[config.mk]
export PLATFORM = sky130hd
export DESIGN_NAME = pmoecr_regs
export DESIGN_NICKNAME = d
export VERILOG_FILES = /design/src/hw/pmoecr_rise_delay.v /design/src/hw/pmoecr_regs.v
export VERILOG_INCLUDE_DIRS = /design/src /design/src/hw
export SDC_FILE = /design/constraint.sdc
export NUM_CORES = 1
export LEC_CHECK = 0
export BUFFER_PORTS_ARGS = -buffer_cell sky130_fd_sc_hd__clkbuf_2
export CORE_UTILIZATION = 55
export DETAILED_ROUTE_END_ITERATION = 6
export GPL_ROUTABILITY_DRIVEN = 0
export PLACE_DENSITY = 0.86
export SETUP_SLACK_MARGIN = 0.15
export SYNTH_ARGS = -nofsm -noshare
export SYNTH_HDL_FRONTEND = slang
export SYNTH_SLANG_ARGS = --single-unit
[constraint.sdc]
create_clock -name CORE_CLK_I -period 4.6 [get_ports CORE_CLK_I]
set_input_delay 0.92 -clock CORE_CLK_I [delete_from_list [all_inputs] [get_ports CORE_CLK_I]]
set_output_delay 0.92 -clock CORE_CLK_I [all_outputs]
set_load 0.05 [all_outputs]
[src/hw/pmoecr_consts.vh]
// Constants for the output enable and system configuration register bank
`ifndef PMOECR_CONSTS_VH
`define PMOECR_CONSTS_VH

// ********************************************************************
// Register map
// ********************************************************************
`define PMOECR_ADDR_PASSWORD 8'h10
`define PMOECR_ADDR_OUT_EN 8'h12
`define PMOECR_ADDR_SYS_CFG 8'h13
`define PMOECR_RST_OUT_EN 8'h00
`define PMOECR_RST_SYS_CFG 8'h08
`define PMOECR_READ_ZERO 8'h00
// Unlock key: password write must equal target subaddress XOR this value (arbitrary)
`define PMOECR_UNLOCK_KEY 8'h5a

// ********************************************************************
// Output enable register fields
// ********************************************************************
`define PMOECR_OE_RESERVED 7
`define PMOECR_OE_THIRD_PIN 6
`define PMOECR_OE_SECOND_OUT 5
`define PMOECR_OE_FIRST_OUT 4
`define PMOECR_OE_SW_THREE 3
`define PMOECR_OE_SW_TWO 2
`define PMOECR_OE_SW_ONE 1
`define PMOECR_OE_LINEAR 0
`define PMOECR_OE_WRITE_MASK 8'h7f

// ********************************************************************
// System configuration register fields
// ********************************************************************
`define PMOECR_CF_PB_TIME 7
`define PMOECR_CF_BUF_TYPE 6
`define PMOECR_CF_ROUTING 5
`define PMOECR_CF_PG_DLY_HI 4
`define PMOECR_CF_PG_DLY_LO 3
`define PMOECR_CF_SUPERVISOR_STRICTNESS 2
`define PMOECR_CF_UNDERVOLTAGE_LOCKOUT_THRESHOLD_HI 1
`define PMOECR_CF_UNDERVOLTAGE_LOCKOUT_THRESHOLD_LO 0

// ********************************************************************
// Timing
// ********************************************************************
`define PMOECR_CLK_HZ 100000000
`define PMOECR_CYC_PER_MS (`PMOECR_CLK_HZ / 1000)
`define PMOECR_PG_DLY0_MS 10
`define PMOECR_PG_DLY1_MS 20
`define PMOECR_PG_DLY2_MS 50
`define PMOECR_PG_DLY3_MS 150
`define PMOECR_PB_SHORT_S 8
`define PMOECR_PB_LONG_S 15
`define PMOECR_PG_DLY0_CYC (`PMOECR_PG_DLY0_MS * `PMOECR_CYC_PER_MS)
`define PMOECR_PG_DLY1_CYC (`PMOECR_PG_DLY1_MS * `PMOECR_CYC_PER_MS)
`define PMOECR_PG_DLY2_CYC (`PMOECR_PG_DLY2_MS * `PMOECR_CYC_PER_MS)
`define PMOECR_PG_DLY3_CYC (`PMOECR_PG_DLY3_MS * `PMOECR_CYC_PER_MS)
`define PMOECR_PB_SHORT_CYC (`PMOECR_PB_SHORT_S * `PMOECR_CLK_HZ)
`define PMOECR_PB_LONG_CYC (`PMOECR_PB_LONG_S * `PMOECR_CLK_HZ)

`endif

[src/hw/pmoecr_rise_delay.v]
// Rising-edge qualification timer: output rises after a held-high time, falls at once
`default_nettype none

module pmoecr_rise_delay
(
    input wire clk_i,
    input wire reset_n_i,
    input wire level_i,
    input wire [31:0] count_i,
    output reg level_o
);

    reg [31:0] cnt;

    // ********************************************************************
    // Counter
    // ********************************************************************
    // A count of zero is treated as one so the output never skips the qualification
    always @(posedge clk_i or negedge reset_n_i)
    begin
        if (!reset_n_i)
        begin
            cnt <= 32'h00000000;
            level_o <= 1'b0;
        end
        else if (!level_i)
        begin
            cnt <= 32'h00000000;
            level_o <= 1'b0;
        end
        else if (!level_o)
        begin
            if ((cnt + 32'h00000001) >= count_i)
                level_o <= 1'b1;
            else
                cnt <= cnt + 32'h00000001;
        end
    end

endmodule // pmoecr_rise_delay

`default_nettype wire

[src/hw/pmoecr_regs.v]
// Output enable and system configuration register bank with pin and timer logic
//
// Contract
// - Output enable register at 0x12, resets to 0x00, protected, bit 7 reads zero.
// - Bit 6 drives third pin low or releases it; ignored under warm-reset selection.
// - Bit 5 drives second output low, or releases it (open-drain) or drives it high (push-pull); ignored when first pin is input.
// - Bit 4 drives first output low or releases it; ignored when first pin is input.
// - Bits 3..0 enable switch three, two, one and the linear regulator.
// - Power sequencer updates switch one and regulator enables, overriding software.
// - Configuration register at 0x13, protected, resets to 0x08.
// - Configuration bit 7 picks push-button reset hold time, 8 s or 15 s.
// - Configuration bit 6 picks second output buffer: open-drain or push-pull.
// - Configuration bit 5 makes first pin an output, or an input steering second output.
// - Bits 4..3 pick power-good delay 10/20/50/150 ms, rising edges only.
// - Bit 2 picks tight limits with overvoltage monitoring, or wide without it.
// - Warm-reset selection turns third pin into a warm-reset input for two bucks.
`include "pmoecr_consts.vh"
`default_nettype none

module pmoecr_regs
#(
    parameter [31:0] PG_DLY0_CYC = `PMOECR_PG_DLY0_CYC,
    parameter [31:0] PG_DLY1_CYC = `PMOECR_PG_DLY1_CYC,
    parameter [31:0] PG_DLY2_CYC = `PMOECR_PG_DLY2_CYC,
    parameter [31:0] PG_DLY3_CYC = `PMOECR_PG_DLY3_CYC,
    parameter [31:0] PB_SHORT_CYC = `PMOECR_PB_SHORT_CYC,
    parameter [31:0] PB_LONG_CYC = `PMOECR_PB_LONG_CYC
)
(
    input wire CORE_CLK_I,
    input wire RESET_N_I,
    // Register port (subaddress, already decoded from the serial interface)
    input wire REG_WR_I,
    input wire REG_RD_I,
    input wire [7:0] REG_ADDR_I,
    input wire [7:0] REG_WDATA_I,
    output reg [7:0] REG_RDATA_O,
    output reg REG_RVALID_O,
    output reg UNLOCKED_O,
    // Power sequencer
    input wire SEQ_UPDATE_I,
    input wire SEQ_SWITCH_ONE_I,
    input wire SEQ_LINEAR_REG_I,
    // Selection held in the neighbouring configuration register
    input wire WARM_RESET_PIN_SELECT_I,
    // Analog status
    input wire PG_RAW_I,
    input wire PUSH_BUTTON_N_I,
    // Enables
    output reg SWITCH_THREE_ENABLE_O,
    output reg SWITCH_TWO_ENABLE_O,
    output reg SWITCH_ONE_ENABLE_O,
    output reg LINEAR_REG_ENABLE_O,
    // Third general pin, open-drain, also warm-reset input
    input wire THIRD_GENERAL_PIN_I,
    output reg THIRD_GENERAL_PIN_O,
    output reg THIRD_GENERAL_PIN_OE_N_O,
    output reg WARM_RESET_REQ_O,
    // First general pin, open-drain output or input
    input wire FIRST_GENERAL_PIN_I,
    output reg FIRST_GENERAL_PIN_O,
    output reg FIRST_GENERAL_PIN_OE_N_O,
    // Second general output, open-drain or push-pull
    output reg SECOND_GENERAL_OUTPUT_O,
    output reg SECOND_GENERAL_OUTPUT_OE_N_O,
    // Configuration decode
    output reg PB_RESET_O,
    output reg PG_O,
    output reg SUPERVISOR_STRICTNESS_O,
    output reg OV_MONITOR_EN_O,
    output reg [1:0] UNDERVOLTAGE_LOCKOUT_THRESHOLD_O
);

    // ********************************************************************
    // Address decode
    // ********************************************************************
    function is_protected;
        input [7:0] addr;
        begin
            is_protected = (addr == `PMOECR_ADDR_OUT_EN) || (addr == `PMOECR_ADDR_SYS_CFG);
        end
    endfunction

    // Open-drain pins: a set level bit or an overriding input role releases the pin
    function od_release;
        input level;
        input input_role;
        begin
            od_release = level | input_role;
        end
    endfunction

    // ********************************************************************
    // Second output buffer decode
    // ********************************************************************
    // Open-drain can only pull low, so a high level must release the pin rather than drive it
    function [1:0] second_drive;
        input level;
        input push_pull;
        begin
            second_drive = {level & push_pull, level & ~push_pull};
        end
    endfunction

    reg [7:0] out_en;
    reg [7:0] sys_cfg;
    reg [7:0] unlock_addr;
    reg unlocked;
    reg [7:0] next_out_en;
    reg [7:0] next_sys_cfg;
    reg [7:0] next_rdata;
    reg [31:0] pg_count;
    reg [31:0] pb_count;
    wire wr_pw;
    wire wr_ok;
    wire pg_delayed;
    wire pb_held;

    assign wr_pw = REG_WR_I && (REG_ADDR_I == `PMOECR_ADDR_PASSWORD);
    // Unlock is good for one write to the named subaddress only
    assign wr_ok = REG_WR_I && unlocked && is_protected(REG_ADDR_I) && (REG_ADDR_I == unlock_addr);

    // ********************************************************************
    // Password unlock
    // ********************************************************************
    // Any write other than the password consumes the unlock, so a stray write relocks
    always @(posedge CORE_CLK_I or negedge RESET_N_I)
    begin
        if (!RESET_N_I)
        begin
            unlocked <= 1'b0;
            unlock_addr <= 8'h00;
        end
        else if (wr_pw)
        begin
            unlock_addr <= REG_WDATA_I ^ `PMOECR_UNLOCK_KEY;
            unlocked <= is_protected(REG_WDATA_I ^ `PMOECR_UNLOCK_KEY);
        end
        else if (REG_WR_I)
        begin
            unlocked <= 1'b0;
        end
    end

    // ********************************************************************
    // Register update
    // ********************************************************************
    always @*
    begin
        next_out_en = out_en;
        next_sys_cfg = sys_cfg;
        if (wr_ok && (REG_ADDR_I == `PMOECR_ADDR_OUT_EN))
            next_out_en = REG_WDATA_I & `PMOECR_OE_WRITE_MASK;
        if (wr_ok && (REG_ADDR_I == `PMOECR_ADDR_SYS_CFG))
            next_sys_cfg = REG_WDATA_I;
        // Sequencer applied last so it wins over a software write in the same cycle
        if (SEQ_UPDATE_I)
        begin
            next_out_en[`PMOECR_OE_SW_ONE] = SEQ_SWITCH_ONE_I;
            next_out_en[`PMOECR_OE_LINEAR] = SEQ_LINEAR_REG_I;
        end
    end

    always @(posedge CORE_CLK_I or negedge RESET_N_I)
    begin
        if (!RESET_N_I)
        begin
            out_en <= `PMOECR_RST_OUT_EN;
            sys_cfg <= `PMOECR_RST_SYS_CFG;
        end
        else
        begin
            out_en <= next_out_en;
            sys_cfg <= next_sys_cfg;
        end
    end

    // ********************************************************************
    // Read port
    // ********************************************************************
    // Password and unmapped subaddresses read zero
    always @*
    begin
        case (REG_ADDR_I)
            `PMOECR_ADDR_OUT_EN: next_rdata = out_en & `PMOECR_OE_WRITE_MASK;
            `PMOECR_ADDR_SYS_CFG: next_rdata = sys_cfg;
            default: next_rdata = `PMOECR_READ_ZERO;
        endcase
    end

    always @(posedge CORE_CLK_I or negedge RESET_N_I)
    begin
        if (!RESET_N_I)
        begin
            REG_RDATA_O <= 8'h00;
            REG_RVALID_O <= 1'b0;
            UNLOCKED_O <= 1'b0;
        end
        else
        begin
            REG_RVALID_O <= REG_RD_I;
            UNLOCKED_O <= unlocked;
            if (REG_RD_I)
                REG_RDATA_O <= next_rdata;
        end
    end

    // ********************************************************************
    // Timers
    // ********************************************************************
    always @*
    begin
        case (sys_cfg[`PMOECR_CF_PG_DLY_HI:`PMOECR_CF_PG_DLY_LO])
            2'b00: pg_count = PG_DLY0_CYC;
            2'b01: pg_count = PG_DLY1_CYC;
            2'b10: pg_count = PG_DLY2_CYC;
            default: pg_count = PG_DLY3_CYC;
        endcase
        pb_count = sys_cfg[`PMOECR_CF_PB_TIME] ? PB_LONG_CYC : PB_SHORT_CYC;
    end

    // Falling power-good passes straight through, only the rise is held back
    pmoecr_rise_delay u_pg_delay
    (
        .clk_i(CORE_CLK_I),
        .reset_n_i(RESET_N_I),
        .level_i(PG_RAW_I),
        .count_i(pg_count),
        .level_o(pg_delayed)
    );

    pmoecr_rise_delay u_pb_delay
    (
        .clk_i(CORE_CLK_I),
        .reset_n_i(RESET_N_I),
        .level_i(~PUSH_BUTTON_N_I),
        .count_i(pb_count),
        .level_o(pb_held)
    );

    // ********************************************************************
    // Outputs
    // ********************************************************************
    always @(posedge CORE_CLK_I or negedge RESET_N_I)
    begin
        if (!RESET_N_I)
        begin
            SWITCH_THREE_ENABLE_O <= 1'b0;
            SWITCH_TWO_ENABLE_O <= 1'b0;
            SWITCH_ONE_ENABLE_O <= 1'b0;
            LINEAR_REG_ENABLE_O <= 1'b0;
            THIRD_GENERAL_PIN_O <= 1'b0;
            THIRD_GENERAL_PIN_OE_N_O <= 1'b0;
            WARM_RESET_REQ_O <= 1'b0;
            FIRST_GENERAL_PIN_O <= 1'b0;
            FIRST_GENERAL_PIN_OE_N_O <= 1'b0;
            SECOND_GENERAL_OUTPUT_O <= 1'b0;
            SECOND_GENERAL_OUTPUT_OE_N_O <= 1'b0;
            PB_RESET_O <= 1'b0;
            PG_O <= 1'b0;
            SUPERVISOR_STRICTNESS_O <= 1'b0;
            OV_MONITOR_EN_O <= 1'b0;
            UNDERVOLTAGE_LOCKOUT_THRESHOLD_O <= 2'b00;
        end
        else
        begin
            SWITCH_THREE_ENABLE_O <= out_en[`PMOECR_OE_SW_THREE];
            SWITCH_TWO_ENABLE_O <= out_en[`PMOECR_OE_SW_TWO];
            SWITCH_ONE_ENABLE_O <= out_en[`PMOECR_OE_SW_ONE];
            LINEAR_REG_ENABLE_O <= out_en[`PMOECR_OE_LINEAR];

            // Third pin: level bit drives low or releases; warm-reset input when selected
            THIRD_GENERAL_PIN_O <= 1'b0;
            THIRD_GENERAL_PIN_OE_N_O <=
                od_release(out_en[`PMOECR_OE_THIRD_PIN], WARM_RESET_PIN_SELECT_I);
            WARM_RESET_REQ_O <= WARM_RESET_PIN_SELECT_I & ~THIRD_GENERAL_PIN_I;

            // First pin: open-drain output, or released to act as input
            FIRST_GENERAL_PIN_O <= 1'b0;
            FIRST_GENERAL_PIN_OE_N_O <=
                od_release(out_en[`PMOECR_OE_FIRST_OUT], sys_cfg[`PMOECR_CF_ROUTING]);

            // Second output: level from its bit or from the first pin input
            if (sys_cfg[`PMOECR_CF_ROUTING])
            begin
                {SECOND_GENERAL_OUTPUT_O, SECOND_GENERAL_OUTPUT_OE_N_O} <=
                    second_drive(FIRST_GENERAL_PIN_I, sys_cfg[`PMOECR_CF_BUF_TYPE]);
            end
            else
            begin
                {SECOND_GENERAL_OUTPUT_O, SECOND_GENERAL_OUTPUT_OE_N_O} <=
                    second_drive(out_en[`PMOECR_OE_SECOND_OUT], sys_cfg[`PMOECR_CF_BUF_TYPE]);
            end

            PB_RESET_O <= pb_held;
            PG_O <= pg_delayed;
            SUPERVISOR_STRICTNESS_O <= sys_cfg[`PMOECR_CF_SUPERVISOR_STRICTNESS];
            OV_MONITOR_EN_O <= sys_cfg[`PMOECR_CF_SUPERVISOR_STRICTNESS];
            UNDERVOLTAGE_LOCKOUT_THRESHOLD_O <= sys_cfg[`PMOECR_CF_UNDERVOLTAGE_LOCKOUT_THRESHOLD_HI:`PMOECR_CF_UNDERVOLTAGE_LOCKOUT_THRESHOLD_LO];
        end
    end

endmodule // pmoecr_regs

`default_nettype wire

==> results of run 1 <==
-- cells by family after synthesis --
family / count (synthesis) / synth area share
adder cells (fa/ha/maj): 32 / 0.0565
AO/OA/AOI/OAI: 159 / 0.145
multiplexers: 33 / 0.0517
buffers and inverters: 76 / 0.0538
XOR/XNOR: 45 / 0.0556
AND/OR/NAND/NOR: 276 / 0.235
flip-flops: 114 / 0.403
other: 1 / 0.000529
-- routing by layer --
layer,global-route usage,part of all wire,up-vias
met4,0.0874,0.017,0
li1,-,-,2823
met1,0.341,0.45,2856
met3,0.0622,0.048,26
met5,0,0,-
met2,0.419,0.49,183
-- state kept, by name, indices dropped and copies added, names as in the netlist, 2 cells and up --
signal / flops
sys_cfg: 8
out_en: 7
REG_RDATA_O: 8
UNDERVOLTAGE_LOCKOUT_THRESHOLD_O: 2
unlock_addr: 8
u_pb_delay.cnt: 32
u_pg_delay.cnt: 32
-- worst max path at each step --
stage                              endpoint  slack (ns)  depth (start not counted)
after floorplan           u_pb_delay.cnt[6]        1.06                         13
after global placement    u_pb_delay.cnt[6]        0.49                         14
after detailed placement  u_pb_delay.cnt[0]        0.39                         13
after CTS                 u_pb_delay.cnt[0]        0.37                         13
after global routing      u_pb_delay.cnt[0]        0.14                         13
final                     u_pb_delay.cnt[6]        0.34                         13
-- stage by stage --
| step | total power (W) | instance area, µm² | util | worst slack [ns] |
|---|---|---|---|---|
| floorplan | 0.00109 | 7090 | - | 1.06 |
| global placement | 0.00114 | 7380 | 0.585 | 0.488 |
| detailed placement | 0.00114 | 7380 | 0.585 | 0.392 |
| CTS | 0.00239 | 7940 | 0.629 | 0.365 |
| global route | 0.00245 | 7950 | 0.630 | 0.144 |
| finish | 0.00237 | 7950 | 0.630 | 0.340 |
-- power groups by stage --
stage          Sequential [W]  Combinational (W)  Clock (W)
2_1_floorplan         0.00105          0.0000405          0
3_3_place_gp          0.00104          0.0000964          0
3_5_place_dp          0.00104          0.0000985          0
4_1_cts               0.00103          0.0000986    0.00126
5_1_grt               0.00103           0.000109    0.00132
6_report              0.00103          0.0000972    0.00125
-- what timing repair did --
action,4_1_cts,5_1_grt
gates resized for setup,0,1
endpoints found under the hold margin,0,0
hold buffers,0,0
setup endpoints to repair,0,14
-- cell usage after synthesis, types with 7 or more instances --
cell type,number
a21oi_1,54
and2_1,7
and3_1,22
buf_2,9
buf_4,9
clkbuf_1,22
dfrtp_1,113
ha_1,32
inv_1,25
mux2_2,25
mux2i_1,7
nand2_1,50
nand3_1,38
nand4_1,25
nor2_1,18
nor2b_1,11
nor3_1,7
nor4_1,8
o21ai_0,21
o22ai_1,9
o31ai_1,44
or4_1,45
xnor2_1,31
xor2_1,14
-- cell type report --
type	count	area, µm²
Inverter	25	93.8
Fill cell	1009	4670
Clock inverter	12	108
Tap cell	172	215
Clock buffer	20	457
Timing Repair Buffer	62	338
Sequential cell	114	2850
Multi-Input combinational cell	547	3880
==> results by group, run 1 <==
Run status
  • Status: completed

STA
  • Fmax: about 230 MHz
  • Worst hold slack: 0.393 ns
  • Clock Skews: a little over 0.007 ns
  • Fin crit period: 4.26 ns
  • Final hold violation count: 0
  • RSZ-0062 raised after global routing: yes
  • Slew Limit Fails: 0
  • Setup Total Neg Slack: 0 ns
  • Final worst path period share: 0.926
  • Max-Slew Margin vs Limit: 0.346
  • Worst slew pin tran: between 0.9 and 1 ns
  • Final Setup Violations: 0

Final layout
  • Layout Nets: roughly 830
  • Antenna diode count: 0
  • Most frequent cells in the layout: dfrtp_1 (113), a21oi_1 (54), clkbuf_2 (51)
  • Commonest non-fill, non-tap cell in the layout: dfrtp_1
  • Share of cells above drive strength 1: 0.185
  • Syn-to-layout area delta: 12.1%
  • Non-Filler Instances: approximately 950

Worst setup path
  • Reg2reg end: u_pb_delay.cnt[6]
  • Reg-to-Reg Start: u_pb_delay.cnt[0]
  • WP buf/inv: 1
  • R2R setup slack: approximately 0.34 ns
  • Critical path peak fanout: 27
  • Worst Reg-to-Reg Cells: 13
  • Crit path largest cell delay: roughly 0.57 ns
  • Crit. End Element: flip-flop
  • Slowest cell on crit path: or4_4
  • Critical path arrival: roughly 4.6 ns
  • CP Class: flip-flop to flip-flop
  • Crit-path cells: ha_1, nand2_1, nor3_4, nand2_2, or4_4, or2_4, xnor2_1, ha_1, a211oi_1, o311ai_4, buf_4, nor4_1, mux2_2
  • CP Launch Type: flip-flop
  • CP top delay family: simple AND/OR/NAND/NOR gates
  • Required time of the critical path: 4.89 ns
  • Most frequent CP cell: ha_1
  • Worst setup startpoint: u_pb_delay.cnt[0]

Route
  • Via count: 5888
  • Drt wl/cell: roughly 17 µm
  • Detailed Routing Iterations Pass 1: 5
  • Final WL: 16000 µm
  • Drt drc: 0
  • Starting DRC count in detailed routing: around 410
  • Vias per Instance: around 6.2
  • DRT antenna net count: 0

Global routing
  • Global-route wire length before repair: between 20000 and 30000 µm
  • Vias in the first global route: 5630
  • Largest net degree at the start of global routing: between 70 and 80
  • Initial antenna violation count: 0
  • GR Overflow Total: 0
  • Tot GR Track Use: 0.259

Logic synthesis
  • Post-synthesis register bit count: about 110
  • Post-synth EDFFs: 0
  • Top post-synthesis cells by area: dfrtp_1 (40%), ha_1 (5.6%), or4_1 (4.8%)
  • Synthesized area per cell: 9.63 µm²
  • Dominant cell type by area after synthesis: dfrtp_1
  • Post-Synthesis Cells: about 740
  • Fraction of registers with async set/reset: 1.00
  • Mapped cell area: just over 7000 µm²
  • Yosys top cell area share: 0.399
  • Distinct cells, synth: 73
  • Seq/Total Area, Yosys: 0.403
  • Synth warnings: 0
  • Top_reg_cell synth: dfrtp_1

Power
  • Seq pwr share: 0.433
  • Sw power: between 0.0005 and 0.0006 W
  • Switching part of the total power: 0.234
  • Logic pwr share: 0.041
  • PwrDens: 298 nW/µm²
  • Worst VDD drop: between 0.4 and 0.5 mV
  • Static leakage: ~3.5 nW
  • Int Pwr: around 0.0018 W
  • Clk network pwr share: 0.526

CTS
  • Num CTS Buffers: 17
  • CTS tree: done
  • H-tree levels: 4
  • Clk buf depth: 2
  • Root Driver: clkbuf_16
  • Clock sinks: approximately 110
  • Worst-skew pair later-pin latency: a little over 0.4 ns
  • Postcts setup bufs: 0
  • Reg clk slew, reported paths: 0.06 ns

Floorplan
  • DIE AREA: 13300 µm²
  • Num ports: between 50 and 60
  • Row cnt: approximately 40
  • Core footprint: around 13000 µm²
  • DIE HEIGHT: 116 µm
  • Starting density of the core: 0.562
  • Die width: about 120 µm

Placed design
  • Cells after DPL: between 900 and 1000
  • Final HPWL DP: around 11000 µm
  • Port bufs: between 50 and 60

Worst hold path
  • HP Class: flip-flop to flip-flop
  • Hold EP: UNDERVOLTAGE_LOCKOUT_THRESHOLD_O[0]
  • Critical hold path startpoint: sys_cfg[0]
  • WHS Path Cells: 0

Job
  • Max-Cap Viols: 0
No activity file was read; power rests on OpenSTA's default activity.
==> run 2, diff against run 1 <==
--- a/config.mk
+++ b/config.mk
@@ -7,10 +7,10 @@
 export NUM_CORES = 1
 export LEC_CHECK = 0
 export BUFFER_PORTS_ARGS = -buffer_cell sky130_fd_sc_hd__clkbuf_2
-export CORE_UTILIZATION = 55
+export CORE_UTILIZATION = 45
 export DETAILED_ROUTE_END_ITERATION = 6
 export GPL_ROUTABILITY_DRIVEN = 0
-export PLACE_DENSITY = 0.86
+export PLACE_DENSITY = 0.75
 export SETUP_SLACK_MARGIN = 0.15
 export SYNTH_ARGS = -nofsm -noshare
 export SYNTH_HDL_FRONTEND = slang
==> results by group, run 2 (synthesis results as in run 1) <==
Run status
  • Status: completed

Route
  • Vias per Instance: 5.91 (-4.5%)
  • Drt wl/cell: 16.2 µm (-3.7%)
  • Via count: 5872 (-0.27%)
  • Detailed Routing Iterations Pass 1: 7 (+2)
  • Drt drc: 0 (unchanged)
  • Starting DRC count in detailed routing: 384 (-6.8%)
  • DRT antenna net count: 0 (unchanged)
  • Final WL: 16100 µm (+0.60%)

CTS
  • H-tree levels: 4 (unchanged)
  • Root Driver: clkbuf_16
  • Reg clk slew, reported paths: 0.06 ns (about the same)
  • Worst-skew pair later-pin latency: 0.42 ns (about the same)
  • Num CTS Buffers: 17 (unchanged)
  • Clk buf depth: 2 (unchanged)
  • Clock sinks: 114 (unchanged)
  • Postcts setup bufs: 0 (unchanged)
  • CTS tree: done

Placed design
  • Final HPWL DP: 10800 µm (-0.64%)
  • Setup WS pre-CTS: 0.381 ns (-0.0108 ns)
  • Port bufs: 52 (unchanged)

Global routing
  • GR Overflow Total: 0 (unchanged)
  • Vias in the first global route: 5468 (-2.9%)
  • Tot GR Track Use: 0.207 (-0.0517)
  • Met1 Track Usage GR: 0.280 (-0.0608)
  • Met3 Use GR: 0.0532 (-0.00906)
  • Global-route wire length before repair: 26900 µm (-1.7%)
  • Gr busiest metal: met2
  • Met2 Track Usage GR: 0.322 (-0.0964)
  • Initial antenna violation count: 0 (unchanged)
  • Largest net degree at the start of global routing: 67 (-14%)

STA
  • RSZ-0062 raised after global routing: yes
  • Final hold violation count: 0 (unchanged)
  • Worst slew pin tran: 0.992 ns (+0.0110 ns)
  • Setup Total Neg Slack: 0 ns (unchanged)
  • Final Setup Violations: 0 (unchanged)
  • Final WS setup: 0.373 ns (+0.0325 ns)
  • Final worst path period share: 0.919 (-0.00707)
  • Fmax: 237 MHz (+0.77%)
  • Clock Skews: 0.00908 ns (+0.00190 ns)
  • Fin crit period: 4.23 ns (-0.0325 ns)
  • Max-Slew Margin vs Limit: 0.338 (-0.00838)
  • Slew Limit Fails: 0 (unchanged)

Final layout
  • Commonest non-fill, non-tap cell in the layout: dfrtp_1
  • Top flop regs: u_pb_delay.cnt x32, u_pg_delay.cnt x32
  • Antenna diode count: 0 (unchanged)
  • Multi-input combinational cell area: 3900 µm² (+0.39%)
  • FF+latch area: 2850 µm² (unchanged)
  • Syn-to-layout area delta: 13.3%
  • Share of cells above drive strength 1: 0.189 (+0.00440)
  • Most frequent cells in the layout: dfrtp_1 (113), a21oi_1 (54), clkbuf_2 (51)
  • Fill cell count: 1407 (+39%)
  • Layout Nets: 830 (+0.36%)

Worst setup path
  • Critical path peak fanout: 28 (+3.7%)
  • Crit. End Element: flip-flop
  • Required time of the critical path: 4.87 ns (-0.02 ns)
  • WP buf/inv: 2 (+1)
  • CP Class: flip-flop to flip-flop
  • CP top delay family: simple AND/OR/NAND/NOR gates
  • Slowest cell on crit path: or4_4
  • Crit path largest cell delay: 0.58 ns (about the same)
  • Crit-path cells: and4_4, nand2_4, nor3_4, nand2_2, or4_4, or2_4, xnor2_1, ha_1, nand3_1, nor4_1, o21a_1, buf_4, buf_4, or4_1, a21oi_1
  • Critical path arrival: 4.49 ns (-0.06 ns)
  • Most frequent CP cell: buf_4
  • CP Launch Type: flip-flop

Floorplan
  • Starting density of the core: 0.463 (-0.0989)
  • Core footprint: 15300 µm² (+21%)
  • Die width: 128 µm (+10%)
  • Num ports: 55 (unchanged)
  • Row cnt: 45 (+9.8%)
  • DIE AREA: 16300 µm² (+22%)
  • DIE HEIGHT: 128 µm (+10%)

Power
  • Switching part of the total power: 0.262 (+0.0273)
  • Logic pwr share: 0.041 (about the same)
  • Static leakage: 3.55 nW (+0.34%)
  • Sw power: 0.000623 W (+12%)
  • PwrDens: 296 nW/µm² (-0.80%)
  • Int Pwr: 0.00176 W (-3.3%)
  • Worst VDD drop: 0.292 mV (-36%)
  • Clk network pwr share: 0.528 (+0.002)
  • Seq pwr share: 0.432 (about the same)

Worst hold path
  • HP Class: flip-flop to flip-flop

Job
  • Max-Cap Viols: 0 (unchanged)
-- run 2: changes by cell type in the layout (fill, tap and decap cells not counted), sizes merged --
cell      before  now
buf           11   13
bufinv         1    0
clkbuf        71   68
clkinv         6    1
clkinvlp       3    4
inv           27   35
o311ai         2    3
-- run 2: per-layer routing --
| layer | wire length (µm) | up-vias | share of wire |
|---|---|---|---|
| met2 | 7570 | 167 | 0.47 |
| li1 | - | 2842 | - |
| met3 | 920 | 16 | 0.057 |
| met4 | 200 | 0 | 0.012 |
| met5 | 0 | - | 0 |
| met1 | 7370 | 2847 | 0.46 |
-- run 2: through the flow --
stage                util  cell area (µm²)  instances  total power (W)  hold slack, ns
floorplan               -             7090        737          0.00109           0.355
global placement    0.487             7450        961          0.00114           0.378
detailed placement  0.487             7450        961          0.00114           0.382
CTS                 0.523             8020        993          0.00240           0.393
global route        0.525             8040        994          0.00246           0.416
finish              0.525             8040        994          0.00238           0.388
-- run 2: area by class of cell --
type	count	area share
multi-input combinational	548	0.485
sequential	114	0.355
clock buffer	17	0.0529
timing repair buffer	64	0.0455
tap	211	0.0329
clock inverter	15	0.0170
inverter	25	0.0117
-- run 2: final timing paths --
kind | end | from | depth (start not counted) | slack, ns
setup reg to reg | u_pb_delay.cnt[30] | u_pb_delay.cnt[3] | 15 | 0.37
setup / recovery | u_pb_delay.cnt[30] | u_pb_delay.cnt[3] | 15 | 0.37
min in group asynchronous | u_pg_delay.cnt[3] | RESET_N_I | 1 | 0.60
hold reg to reg | UNDERVOLTAGE_LOCKOUT_THRESHOLD_O[1] | sys_cfg[1] | 0 | 0.39
max in group asynchronous | sys_cfg[3] | RESET_N_I | 2 | 3.09
hold / removal | UNDERVOLTAGE_LOCKOUT_THRESHOLD_O[1] | sys_cfg[1] | 0 | 0.39
-- run 2: power by group through the flow --
stage	clock network [W]	registers, W	logic (W)
floorplan	0	0.00105	0.0000405
global placement	0	0.00104	0.0000973
detailed placement	0	0.00104	0.0000992
CTS	0.00128	0.00103	0.0000996
global route	0.00132	0.00103	0.000109
finish	0.00125	0.00103	0.0000973
-- run 2: what timing repair did --
item	CTS	global route
gates resized for setup	0	1
setup endpoints to repair	0	2
hold buffers	0	0
